--- src/pkg/pcs_pkg.sv ---
// package: constants, register map and helpers for the clock synthesizer counters
package pcs_pkg;
    localparam int NUM_CNT = 5;
    localparam int CNT_W = 9;
    localparam int DIV_W = 10;
    localparam int DIV_MAX = 512;
    localparam int ADDR_W = 8;
    localparam int FB_W = 3;
    localparam int FB_MODES = 5;

    localparam logic [ADDR_W-1:0] REG_CTRL = 8'h00;
    localparam logic [ADDR_W-1:0] REG_NDIV = 8'h04;
    localparam logic [ADDR_W-1:0] REG_MDIV = 8'h08;
    localparam logic [ADDR_W-1:0] REG_CHAIN = 8'h0C;
    localparam logic [ADDR_W-1:0] REG_GPIO = 8'h10;
    localparam logic [ADDR_W-1:0] REG_STATUS = 8'h14;
    localparam logic [ADDR_W-1:0] REG_CNT_BASE = 8'h20;

    localparam int CTRL_LOAD_BIT = 0;
    localparam int CTRL_EN_BIT = 1;
    localparam int CTRL_EXT_LSB = 2;
    localparam int CTRL_FB_LSB = 4;
    localparam int CNT_HI_LSB = 0;
    localparam int CNT_LO_LSB = 9;
    localparam int GPIO_POS_O = 0;
    localparam int GPIO_NEG_O = 1;
    localparam int GPIO_POS_OE = 2;
    localparam int GPIO_NEG_OE = 3;
    localparam int STAT_ERR_LSB = 0;
    localparam int STAT_NERR_BIT = 5;
    localparam int STAT_MERR_BIT = 6;
    localparam int STAT_LOCK_BIT = 7;
    localparam int STAT_PIN_LSB = 8;
    localparam int STAT_OUT_LSB = 10;

    localparam logic [1:0] EXT_GPIO = 2'h0;
    localparam logic [1:0] EXT_SINGLE = 2'h1;
    localparam logic [1:0] EXT_DIFF = 2'h2;
    localparam logic [1:0] EXT_RSVD = 2'h3;

    // compensation modes: source-sync, none, normal, zero delay buffer, latency
    localparam logic [FB_W-1:0] FB_NORMAL = 3'h2;

    localparam logic [DIV_W-1:0] N_RST = 10'h001;
    localparam logic [DIV_W-1:0] M_RST = 10'h001;
    localparam logic [CNT_W-1:0] CNT_HI_RST = 9'h001;
    localparam logic [CNT_W-1:0] CNT_LO_RST = 9'h001;
    localparam logic [NUM_CNT-1:0] CHAIN_RST = 5'h00;
    localparam logic [3:0] GPIO_RST = 4'h0;
    localparam logic [CNT_W:0] SUM_MAX_50 = 10'h200;
    localparam logic [CNT_W:0] SUM_MAX_ANY = 10'h100;

    // equal counts mean 50% duty and allow the longer range
    function automatic logic cnt_ok(input logic [CNT_W-1:0] hi, input logic [CNT_W-1:0] lo);
        logic [CNT_W:0] sum;
        sum = {1'b0, hi} + {1'b0, lo};
        cnt_ok = (hi != '0) && ((hi == lo) ? (sum <= SUM_MAX_50) : (sum <= SUM_MAX_ANY));
    endfunction
endpackage

--- src/pkg/pcs_cnt_if.sv ---
// interface: settings and outputs of one post-scale counter
`timescale 1ns/1ns
interface pcs_cnt_if
    import pcs_pkg::*;
();
    logic [CNT_W-1:0] high;
    logic [CNT_W-1:0] low;
    logic run;
    logic load;
    logic tick;
    logic clk_out;
    logic carry;
    logic err;
    modport ctl(output high, low, run, load, tick, input clk_out, carry, err);
    modport cnt(input high, low, run, load, tick, output clk_out, carry, err);
endinterface

--- src/rtl/pcs_clk_synth.sv ---
// counter section of the clock synthesizer: registers, dividers, counters, pins
`timescale 1ns/1ns
module pcs_clk_synth
    import pcs_pkg::*;
(
    input wire logic CORE_CLK,
    input wire logic NRST,
    input wire logic REF_CLK_IN,
    input wire logic [ADDR_W-1:0] ADDR,
    input wire logic [31:0] WDATA,
    input wire logic WR,
    input wire logic RD,
    output logic [31:0] RDATA,
    output logic PFD_REF_PULSE,
    output logic PFD_FB_PULSE,
    output logic [FB_W-1:0] FB_MODE,
    output logic [NUM_CNT-1:0] GLOBAL_CLK_OUT,
    input wire logic EXT_POS_I,
    output logic EXT_POS_O,
    output logic EXT_POS_OE,
    input wire logic EXT_NEG_I,
    output logic EXT_NEG_O,
    output logic EXT_NEG_OE
);
    logic en_reg;
    logic load_reg;
    logic lock_reg;
    logic [1:0] ext_mode_reg;
    logic [FB_W-1:0] fb_mode_reg;
    logic [DIV_W-1:0] n_reg;
    logic [DIV_W-1:0] m_reg;
    logic [NUM_CNT-1:0] chain_reg;
    logic [3:0] gpio_reg;
    logic [CNT_W-1:0] hi_reg [NUM_CNT];
    logic [CNT_W-1:0] lo_reg [NUM_CNT];
    logic [2:0] s1_reg;
    logic [2:0] s2_reg;
    logic [2:0] s3_reg;
    logic [2:0] filt_reg;
    logic ref_edge;
    logic n_err;
    logic m_err;
    logic pos_o_reg;
    logic neg_o_reg;
    logic pos_oe_reg;
    logic neg_oe_reg;
    logic [31:0] rdata_reg;
    logic [31:0] status;
    logic [NUM_CNT-1:0] cnt_out;
    logic [NUM_CNT-1:0] cnt_err;
    logic [3:0] wr_hit;
    logic [3:0] rd_hit;
    logic ctrl_wr;
    logic [1:0] wr_ext;
    logic [FB_W-1:0] wr_fb;

    pcs_cnt_if cnt_if [NUM_CNT] ();

    // {hit, index} for the block of post-scale counter registers
    function automatic logic [3:0] cnt_hit(input logic [ADDR_W-1:0] a);
        logic [ADDR_W-1:0] off;
        off = a - REG_CNT_BASE;
        cnt_hit = {(a >= REG_CNT_BASE) && (off[1:0] == 2'h0) && (off[ADDR_W-1:2] < NUM_CNT),
            off[4:2]};
    endfunction

    assign wr_hit = cnt_hit(ADDR);
    assign rd_hit = cnt_hit(ADDR);
    assign ctrl_wr = WR && (ADDR == REG_CTRL);
    assign wr_ext = WDATA[CTRL_EXT_LSB +: 2];
    assign wr_fb = WDATA[CTRL_FB_LSB +: FB_W];

    always_ff @(posedge CORE_CLK) begin
        if (!NRST) begin
            en_reg <= 1'b0;
        end else if (ctrl_wr) begin
            en_reg <= WDATA[CTRL_EN_BIT];
        end
    end

    // reserved pin mode is ignored so the register only ever holds GPIO, single or differential
    always_ff @(posedge CORE_CLK) begin
        if (!NRST) begin
            ext_mode_reg <= EXT_GPIO;
        end else if (ctrl_wr && (wr_ext != EXT_RSVD)) begin
            ext_mode_reg <= wr_ext;
        end
    end

    always_ff @(posedge CORE_CLK) begin
        if (!NRST) begin
            fb_mode_reg <= FB_NORMAL;
        end else if (ctrl_wr && (wr_fb < FB_W'(FB_MODES))) begin
            fb_mode_reg <= wr_fb;
        end
    end

    always_ff @(posedge CORE_CLK) begin
        if (!NRST) begin
            load_reg <= 1'b0;
        end else begin
            load_reg <= ctrl_wr && WDATA[CTRL_LOAD_BIT];
        end
    end

    // chaining freezes after the first load
    always_ff @(posedge CORE_CLK) begin
        if (!NRST) begin
            lock_reg <= 1'b0;
        end else if (load_reg) begin
            lock_reg <= 1'b1;
        end
    end

    always_ff @(posedge CORE_CLK) begin
        if (!NRST) begin
            chain_reg <= CHAIN_RST;
        end else if (WR && (ADDR == REG_CHAIN) && !lock_reg) begin
            chain_reg <= {WDATA[NUM_CNT-1:1], 1'b0};
        end
    end

    always_ff @(posedge CORE_CLK) begin
        if (!NRST) begin
            n_reg <= N_RST;
            m_reg <= M_RST;
        end else if (WR && (ADDR == REG_NDIV)) begin
            n_reg <= WDATA[DIV_W-1:0];
        end else if (WR && (ADDR == REG_MDIV)) begin
            m_reg <= WDATA[DIV_W-1:0];
        end
    end

    always_ff @(posedge CORE_CLK) begin
        if (!NRST) begin
            gpio_reg <= GPIO_RST;
        end else if (WR && (ADDR == REG_GPIO)) begin
            gpio_reg <= WDATA[3:0];
        end
    end

    always_ff @(posedge CORE_CLK) begin
        if (!NRST) begin
            for (int i = 0; i < NUM_CNT; i++) begin
                hi_reg[i] <= CNT_HI_RST;
                lo_reg[i] <= CNT_LO_RST;
            end
        end else if (WR && wr_hit[3]) begin
            hi_reg[wr_hit[2:0]] <= WDATA[CNT_HI_LSB +: CNT_W];
            lo_reg[wr_hit[2:0]] <= WDATA[CNT_LO_LSB +: CNT_W];
        end
    end

    // pin inputs: three stages, a level counts once stages two and three agree
    always_ff @(posedge CORE_CLK) begin
        if (!NRST) begin
            s1_reg <= 3'h0;
            s2_reg <= 3'h0;
            s3_reg <= 3'h0;
            filt_reg <= 3'h0;
        end else begin
            s1_reg <= {EXT_NEG_I, EXT_POS_I, REF_CLK_IN};
            s2_reg <= s1_reg;
            s3_reg <= s2_reg;
            filt_reg <= (s2_reg & s3_reg) | (filt_reg & (s2_reg ^ s3_reg));
        end
    end

    assign ref_edge = s2_reg[0] && s3_reg[0] && !filt_reg[0];

    pcs_freq_div #(.W(DIV_W), .MAXV(DIV_MAX)) u_prescale (
        .clk(CORE_CLK),
        .rst_n(NRST),
        .run(en_reg),
        .load(load_reg),
        .tick(ref_edge),
        .div(n_reg),
        .pulse(PFD_REF_PULSE),
        .err(n_err)
    );

    // feedback divides the oscillator, which is the core clock here
    pcs_freq_div #(.W(DIV_W), .MAXV(DIV_MAX)) u_feedback (
        .clk(CORE_CLK),
        .rst_n(NRST),
        .run(en_reg),
        .load(load_reg),
        .tick(1'b1),
        .div(m_reg),
        .pulse(PFD_FB_PULSE),
        .err(m_err)
    );

    for (genvar i = 0; i < NUM_CNT; i++) begin : g_cnt
        assign cnt_if[i].high = hi_reg[i];
        assign cnt_if[i].low = lo_reg[i];
        assign cnt_if[i].run = en_reg;
        assign cnt_if[i].load = load_reg;
        assign cnt_out[i] = cnt_if[i].clk_out;
        assign cnt_err[i] = cnt_if[i].err;
        if (i == 0) begin : g_head
            assign cnt_if[i].tick = 1'b1;
        end else begin : g_link
            assign cnt_if[i].tick = chain_reg[i] ? cnt_if[i-1].carry : 1'b1;
        end
        pcs_post_cnt u_cnt (
            .clk(CORE_CLK),
            .rst_n(NRST),
            .ci(cnt_if[i])
        );
    end

    assign GLOBAL_CLK_OUT = cnt_out;
    assign FB_MODE = fb_mode_reg;

    // external pins: only the first counter may be routed here
    always_ff @(posedge CORE_CLK) begin
        if (!NRST) begin
            pos_o_reg <= 1'b0;
            neg_o_reg <= 1'b0;
            pos_oe_reg <= 1'b0;
            neg_oe_reg <= 1'b0;
        end else begin
            case (ext_mode_reg)
                EXT_SINGLE: begin
                    pos_o_reg <= cnt_out[0];
                    pos_oe_reg <= 1'b1;
                    neg_o_reg <= gpio_reg[GPIO_NEG_O];
                    neg_oe_reg <= gpio_reg[GPIO_NEG_OE];
                end
                EXT_DIFF: begin
                    pos_o_reg <= cnt_out[0];
                    pos_oe_reg <= 1'b1;
                    neg_o_reg <= !cnt_out[0];
                    neg_oe_reg <= 1'b1;
                end
                default: begin
                    pos_o_reg <= gpio_reg[GPIO_POS_O];
                    pos_oe_reg <= gpio_reg[GPIO_POS_OE];
                    neg_o_reg <= gpio_reg[GPIO_NEG_O];
                    neg_oe_reg <= gpio_reg[GPIO_NEG_OE];
                end
            endcase
        end
    end

    assign EXT_POS_O = pos_o_reg;
    assign EXT_POS_OE = pos_oe_reg;
    assign EXT_NEG_O = neg_o_reg;
    assign EXT_NEG_OE = neg_oe_reg;

    always_comb begin
        status = 32'h0000_0000;
        status[STAT_ERR_LSB +: NUM_CNT] = cnt_err;
        status[STAT_NERR_BIT] = n_err;
        status[STAT_MERR_BIT] = m_err;
        status[STAT_LOCK_BIT] = lock_reg;
        status[STAT_PIN_LSB +: 2] = filt_reg[2:1];
        status[STAT_OUT_LSB +: NUM_CNT] = cnt_out;
    end

    // read data stand only in the cycle after the read strobe
    always_ff @(posedge CORE_CLK) begin
        if (!NRST || !RD) begin
            rdata_reg <= 32'h0000_0000;
        end else begin
            case (ADDR)
                REG_CTRL: rdata_reg <= {25'h000_0000, fb_mode_reg, ext_mode_reg, en_reg, 1'b0};
                REG_NDIV: rdata_reg <= {22'h00_0000, n_reg};
                REG_MDIV: rdata_reg <= {22'h00_0000, m_reg};
                REG_CHAIN: rdata_reg <= {27'h000_0000, chain_reg};
                REG_GPIO: rdata_reg <= {28'h000_0000, gpio_reg};
                REG_STATUS: rdata_reg <= status;
                default: begin
                    if (rd_hit[3]) begin
                        rdata_reg <= {14'h0000, lo_reg[rd_hit[2:0]], hi_reg[rd_hit[2:0]]};
                    end else begin
                        rdata_reg <= 32'h0000_0000;
                    end
                end
            endcase
        end
    end

    assign RDATA = rdata_reg;

    for (genvar i = 1; i < NUM_CNT; i++) begin : g_chain_chk

    end
endmodule

--- src/rtl/pcs_freq_div.sv ---
// plain frequency divider for the pre-scale and feedback counters
`timescale 1ns/1ns
module pcs_freq_div
    import pcs_pkg::*;
#(
    parameter int W = DIV_W,
    parameter int MAXV = DIV_MAX
) (
    input wire logic clk,
    input wire logic rst_n,
    input wire logic run,
    input wire logic load,
    input wire logic tick,
    input wire logic [W-1:0] div,
    output logic pulse,
    output logic err
);
    logic [W-1:0] div_reg;
    logic [W-1:0] cnt_reg;
    logic ok;

    assign ok = (div_reg != '0) && (int'(div_reg) <= MAXV);
    assign err = !ok;

    always_ff @(posedge clk) begin
        if (!rst_n) begin
            div_reg <= W'(1);
        end else if (load) begin
            div_reg <= div;
        end
    end

    // one pulse per div ticks, no duty shaping
    always_ff @(posedge clk) begin
        if (!rst_n) begin
            cnt_reg <= '0;
            pulse <= 1'b0;
        end else begin
            pulse <= 1'b0;
            if (!run || load || !ok) begin
                cnt_reg <= '0;
            end else if (tick) begin
                if (cnt_reg == div_reg - W'(1)) begin
                    cnt_reg <= '0;
                    pulse <= 1'b1;
                end else begin
                    cnt_reg <= cnt_reg + W'(1);
                end
            end
        end
    end
endmodule

--- src/rtl/pcs_post_cnt.sv ---
// one post-scale counter with separate high and low counts
`timescale 1ns/1ns
module pcs_post_cnt
    import pcs_pkg::*;
(
    input wire logic clk,
    input wire logic rst_n,
    pcs_cnt_if.cnt ci
);
    typedef enum {PH_IDLE, PH_HIGH, PH_LOW} pcs_phase_e;

    pcs_phase_e phase_reg;
    logic [CNT_W-1:0] hi_reg;
    logic [CNT_W-1:0] lo_reg;
    logic [CNT_W-1:0] cnt_reg;
    logic [CNT_W-1:0] len_reg;
    logic out_reg;
    logic carry_reg;
    logic ok;

    assign ok = cnt_ok(hi_reg, lo_reg);
    assign ci.clk_out = out_reg;
    assign ci.carry = carry_reg;
    assign ci.err = !ok;

    always_ff @(posedge clk) begin
        if (!rst_n) begin
            hi_reg <= CNT_HI_RST;
            lo_reg <= CNT_LO_RST;
        end else if (ci.load) begin
            hi_reg <= ci.high;
            lo_reg <= ci.low;
        end
    end

    // carry marks the start of each period except the first after load or idle; it ticks a chained successor
    always_ff @(posedge clk) begin
        if (!rst_n) begin
            phase_reg <= PH_IDLE;
            cnt_reg <= '0;
            out_reg <= 1'b0;
            carry_reg <= 1'b0;
        end else begin
            carry_reg <= 1'b0;
            if (!ci.run) begin
                phase_reg <= PH_IDLE;
                cnt_reg <= '0;
                out_reg <= 1'b0;
            end else if (ci.load) begin
                cnt_reg <= '0;
                if (cnt_ok(ci.high, ci.low)) begin
                    phase_reg <= PH_HIGH;
                    out_reg <= 1'b1;
                end else begin
                    phase_reg <= PH_IDLE;
                    out_reg <= 1'b0;
                end
            end else if (ci.tick) begin
                case (phase_reg)
                    PH_IDLE: begin
                        if (ok) begin
                            phase_reg <= PH_HIGH;
                            out_reg <= 1'b1;
                            cnt_reg <= '0;
                        end
                    end
                    PH_HIGH: begin
                        if (cnt_reg == hi_reg - CNT_W'(1)) begin
                            cnt_reg <= '0;
                            if (lo_reg != '0) begin
                                phase_reg <= PH_LOW;
                                out_reg <= 1'b0;
                            end else begin
                                carry_reg <= 1'b1;
                            end
                        end else begin
                            cnt_reg <= cnt_reg + CNT_W'(1);
                        end
                    end
                    PH_LOW: begin
                        if (cnt_reg == lo_reg - CNT_W'(1)) begin
                            phase_reg <= PH_HIGH;
                            out_reg <= 1'b1;
                            cnt_reg <= '0;
                            carry_reg <= 1'b1;
                        end else begin
                            cnt_reg <= cnt_reg + CNT_W'(1);
                        end
                    end
                    default: phase_reg <= PH_IDLE;
                endcase
            end
        end
    end

    // helper: ticks seen while the output is high
    always_ff @(posedge clk) begin
        if (!rst_n || !out_reg || ci.load) begin
            len_reg <= '0;
        end else if (ci.tick) begin
            len_reg <= len_reg + CNT_W'(1);
        end
    end
endmodule

--- config.mk ---
export PLATFORM = sky130hd
export DESIGN_NAME = pcs_clk_synth
export DESIGN_NICKNAME = d
export VERILOG_FILES = /design/src/pkg/pcs_pkg.sv /design/src/pkg/pcs_cnt_if.sv /design/src/rtl/pcs_clk_synth.sv /design/src/rtl/pcs_freq_div.sv /design/src/rtl/pcs_post_cnt.sv
export SDC_FILE = /design/constraint.sdc
export NUM_CORES = 1
export LEC_CHECK = 0
export ABC_AREA = 1
export BUFFER_PORTS_ARGS = -buffer_cell sky130_fd_sc_hd__buf_2
export CAP_MARGIN = 20
export CORE_ASPECT_RATIO = 0.75
export CORE_UTILIZATION = 65
export CTS_BUF_LIST = sky130_fd_sc_hd__clkbuf_2 sky130_fd_sc_hd__clkbuf_4 sky130_fd_sc_hd__clkbuf_8
export CTS_CLUSTER_DIAMETER = 200
export DETAILED_ROUTE_END_ITERATION = 8
export PLACE_DENSITY = 0.89
export SYNTH_ARGS = -nofsm -noshare
export SYNTH_HDL_FRONTEND = slang
export SYNTH_HIERARCHICAL = 1
export SYNTH_SLANG_ARGS = --single-unit
--- constraint.sdc ---
create_clock -name CORE_CLK -period 5.6 [get_ports CORE_CLK]
set_input_delay 0.84 -clock CORE_CLK [delete_from_list [all_inputs] [get_ports CORE_CLK]]
set_output_delay 0.84 -clock CORE_CLK [all_outputs]
set_load 0.005 [all_outputs]
---- After elaboration in Yosys (flattened, before gate mapping) ----
Memories as Yosys holds them, arrays and structs flattened.
Index checks and enable logic that the tools add are counted.
operators by class
  $lt $le $gt $ge ......................... 25
  add/sub/neg operators ................... 30
  mux-type cells .......................... 147
  reductions and logical operators ........ 109
  equal/unequal tests ..................... 65
  bitwise logic cells ..................... 11
operators by type and width
  operator                 number
  $mux W32                 29
  $pmux W32 S3             5
  $eq A9 B9 Y1             20
  $eq A32 B1 Y1 const B    5
  $eq A32 B2 Y1 const B    5
  $logic_not A32 Y1        5
  $mux W9                  17
  $pmux W9 S3              5
  $reduce_bool A9 Y1       15
  $le A10 B10 Y1 const B   12
  $pmux W18 S6             1
  $add A9 B9 Y10           10
  $le A10 B9 Y1 const B    10
  $sub A9 B1 Y9 const B    10
  $mux W1                  77
  $ne A3 B2 Y1 const B     20
  $add A9 B1 Y9 const B    5
  $logic_and A1 B1 Y1      26
  $reduce_and A5 Y1        5
  $reduce_and A6 Y1        4
  $add A10 B1 Y10 const B  2
  $eq A10 B10 Y1           2
  $reduce_bool A10 Y1      2
  $reduce_bool A4 Y1       5
  other kinds (34)         90
storage, ports and cells
  memories kept ........................... 2
  output and inout bits ................... 46
  register bits ........................... 430
  input port bits ......................... 47
  memory bits (writable) .................. 90
memory list
  name    words  bits a word  rd ports  clocked after Yosys merged registers in  write ports  line                 RTL
  hi_reg  5      9            6         0                                        5            pcs_clk_synth.sv:34  logic [CNT_W-1:0] hi_reg [NUM_CNT];
  lo_reg  5      9            6         0                                        5            pcs_clk_synth.sv:35  logic [CNT_W-1:0] lo_reg [NUM_CNT];

---- Longest topological paths before layout ----
  word-level depth ........................ 10
  gate-level depth with buffers ........... 20
  mapped depth without buffers ............ 20

---- By module ----
The synthesis kept the hierarchy.
modules (own cells, without submodules)
  module                              instances  cells each  area each (µm²)
  pcs_clk_synth                       1          1,064       9,565.4
  pcs_post_cnt at g_cnt[1].u_cnt ...  2          479         3,031.7
  pcs_post_cnt at g_cnt[4].u_cnt      1          478         3,007.9
  pcs_post_cnt at g_cnt[3].u_cnt      1          468         2,961.6
  pcs_post_cnt at g_cnt[0].u_cnt      1          473         2,951.6
  pcs_freq_div                        2          180         1,202.4

---- Worst setup path before layout ----
OpenSTA, ideal clock, no wires.
  path type ............................... input-to-reg
  start ................................... in ADDR[5]
  end ..................................... mem hi_reg[2][0] (enable)
  stages on the path ...................... 11
  setup time .............................. 375 ps
  setup slack ............................. 2,821 ps
  arrival time ............................ 2,404 ps
  data required time ...................... 5,225 ps
  buffers on the path ..................... 1
  path through ............................ inv_1 ha_1 nand2_1 nor2_2 nand3_4 nor2_8 nand2_4 nor2_4 inv_2 buf_6 nand2_1
RTL lines
  element          line                 RTL
  start, declared  pcs_clk_synth.sv:9   input wire logic [ADDR_W-1:0] ADDR,
  end, declared    pcs_clk_synth.sv:34

==> impl_metrics.tcl <==
set metrics [dict create \
    dp.cells 4358 \
    routed_wl_um 73100 \
    cts_buffers 67 \
    grt_usage_pct 34.1 \
    die_h_um 178 \
    port_buffers 64 \
    critPathTopFamily "buffers and inverters" \
    setup_viol 0 \
    core_um2 40800 \
    nFillCells 3146 \
    peakVddDrop_v 0.000298 \
    cts-root-buf "clkbuf_8" \
    gp_congestion 1.00 \
    grt_pass1_vias 22305 \
    final-hold-violation-count 0 \
    via_per_inst 5.64 \
    grt_pass1_wl_um 115000 \
    fin_crit_ns 3.13 \
    hold_path.class "in -> reg" \
    cts_max_level 3 \
    netlist_area_um2 26900 \
    leakage_nw 13.6 \
    final_common_cell "nand2_1" \
    cp-end-kind "flop" \
    design_area_um2 29100 \
    slew_violations 0 \
    cts_tree "done" \
    cp_cell_sequence "buf_2, clkinv_1, nand2_1, nor2_4, inv_2, nand2_1" \
    ys.warnings.count 6 \
    cp_max_fo 28 \
    clk_pin_slew_ns 0.06 \
    critical_path_class "in -> reg" \
    cpMostUsedCell "nand2_1" \
    route.detailed.drc 0 \
    syn_to_final_growth_pct 8.03 \
    drv_cap 0 \
    slowest_stage "clkinv_1" \
    syn_inst 3796 \
    max_freq_ghz 0.320 \
    cts.sinks 410 \
    post-route-period-util_pct 55.9 \
    dieArea_um2 42200 \
    drive_gt1_share_pct 8.78 \
    critPathArrivalTime_ns 3.32 \
    ant_nets 0 \
    rows 64 \
    post_cts.repair.setup_buffers 0 \
    cpPeakStageDelay_ns 0.62 \
    place_area_um2 27600 \
    clock_path_buffers 3 \
    clk_latency_ns 0.64 \
    ctsResizeCount 0 \
    fin_cells 4482 \
    drtIter0Drc 3395 \
    status "complete, no violations" \
    dp_hpwl_um 53500 \
    tns_ns 0 \
    ios 93 \
    nNetsFinal 4100 \
    start_util_pct 66.0 \
    fp.dieW_um 237 \
    cp-start-kind "input pin" \
    vias 25267 \
    rsz0062_at_grt "false" \
    mostFrequentLayoutCells "818 x nand2_1, 634 x nor2_1, 457 x inv_1" \
    grt_antenna_before_repair 4 \
    grt_max_degree 86 \
    wire_per_inst_um 16.3 \
    power_density_nw_per_um2 228 \
    path_buf_inv 3 \
    clock_skew_ns 0.0378 \
    relSlewSlack_pct 32.5 \
    tightest_slew_ns 1.01 \
    avgSynthCellArea_um2 7.09 \
    first_pass_iters 6 \
    cts-hold-fix-buffers 0 \
    grt-ovfl-total 0 \
    crit_required_ns 5.79 \
]
-- metrics by stage --
| step | worst slack [ns] | hold WS [ns] | util [%] | total power, mW |
|---|---|---|---|---|
| after floorplan | 2.82 | 0.390 | - | 3.63 |
| after CTS | 2.61 | 0.354 | 71.3 | 6.63 |
| after global placement | 2.07 | 0.396 | 67.7 | 3.78 |
| final | 2.47 | 0.389 | 71.3 | 6.64 |
| after detailed placement | 1.97 | 0.399 | 67.7 | 3.79 |
| after global routing | 2.26 | 0.366 | 71.3 | 6.85 |
-- worst paths after layout --
kind,startpoint,end,slack [ns],cells after the start
worst max-delay path,ADDR[4],hi_reg[2][3],2.47,6
worst min-delay path,EXT_NEG_I,s1_reg[2],0.39,3
worst max register to register,g_cnt[3].u_cnt/lo_reg[0],g_cnt[3].u_cnt/cnt_reg[2],2.64,15
worst min register to register,s1_reg[0],s2_reg[0],0.43,2
-- worst reg2reg max path, stage by stage, from the launching register on --
cell,delay (ns)
dfxtp_1,0.39
ha_1,0.22
fa_1,0.41
or2_2,0.30
nor2_1,0.11
nand3_1,0.09
nor2_2,0.10
nand2_1,0.08
nor2_2,0.09
nand4_1,0.08
nand2_1,0.09
nand3_2,0.28
nand2_4,0.19
nand2_4,0.13
o21ai_0,0.21
a21oi_1,0.06
-- final cells by class --
class	count	area, µm²	area share, %
Inverter	477	1800	6.21
Sequential cell	410	9650	33.2
Multi-Input combinational cell	2875	15100	51.9
Clock inverter	25	259	0.891
Timing Repair Buffer	68	378	1.30
Antenna cell	3	7.51	0.0258
Tap cell	528	661	2.27
Clock buffer	96	1210	4.18
-- per-layer routing --
metal | vias up | GRT usage (%) | routed length, µm
met4 | 2 | 11.3 | 2080
met2 | 1351 | 50.2 | 30200
li1 | 12366 | - | -
met5 | - | 0 | 13
met1 | 11389 | 49.5 | 31800
met3 | 159 | 7.38 | 8930
-- report_power, final --
group,internal [mW],switching [mW],total [mW]
sequential,3.15,0.0689,3.22
combinational,0.162,0.374,0.536
clock,1.60,1.28,2.88
total,4.92,1.73,6.64
Note: power is estimated with default switching activity, not from simulation.
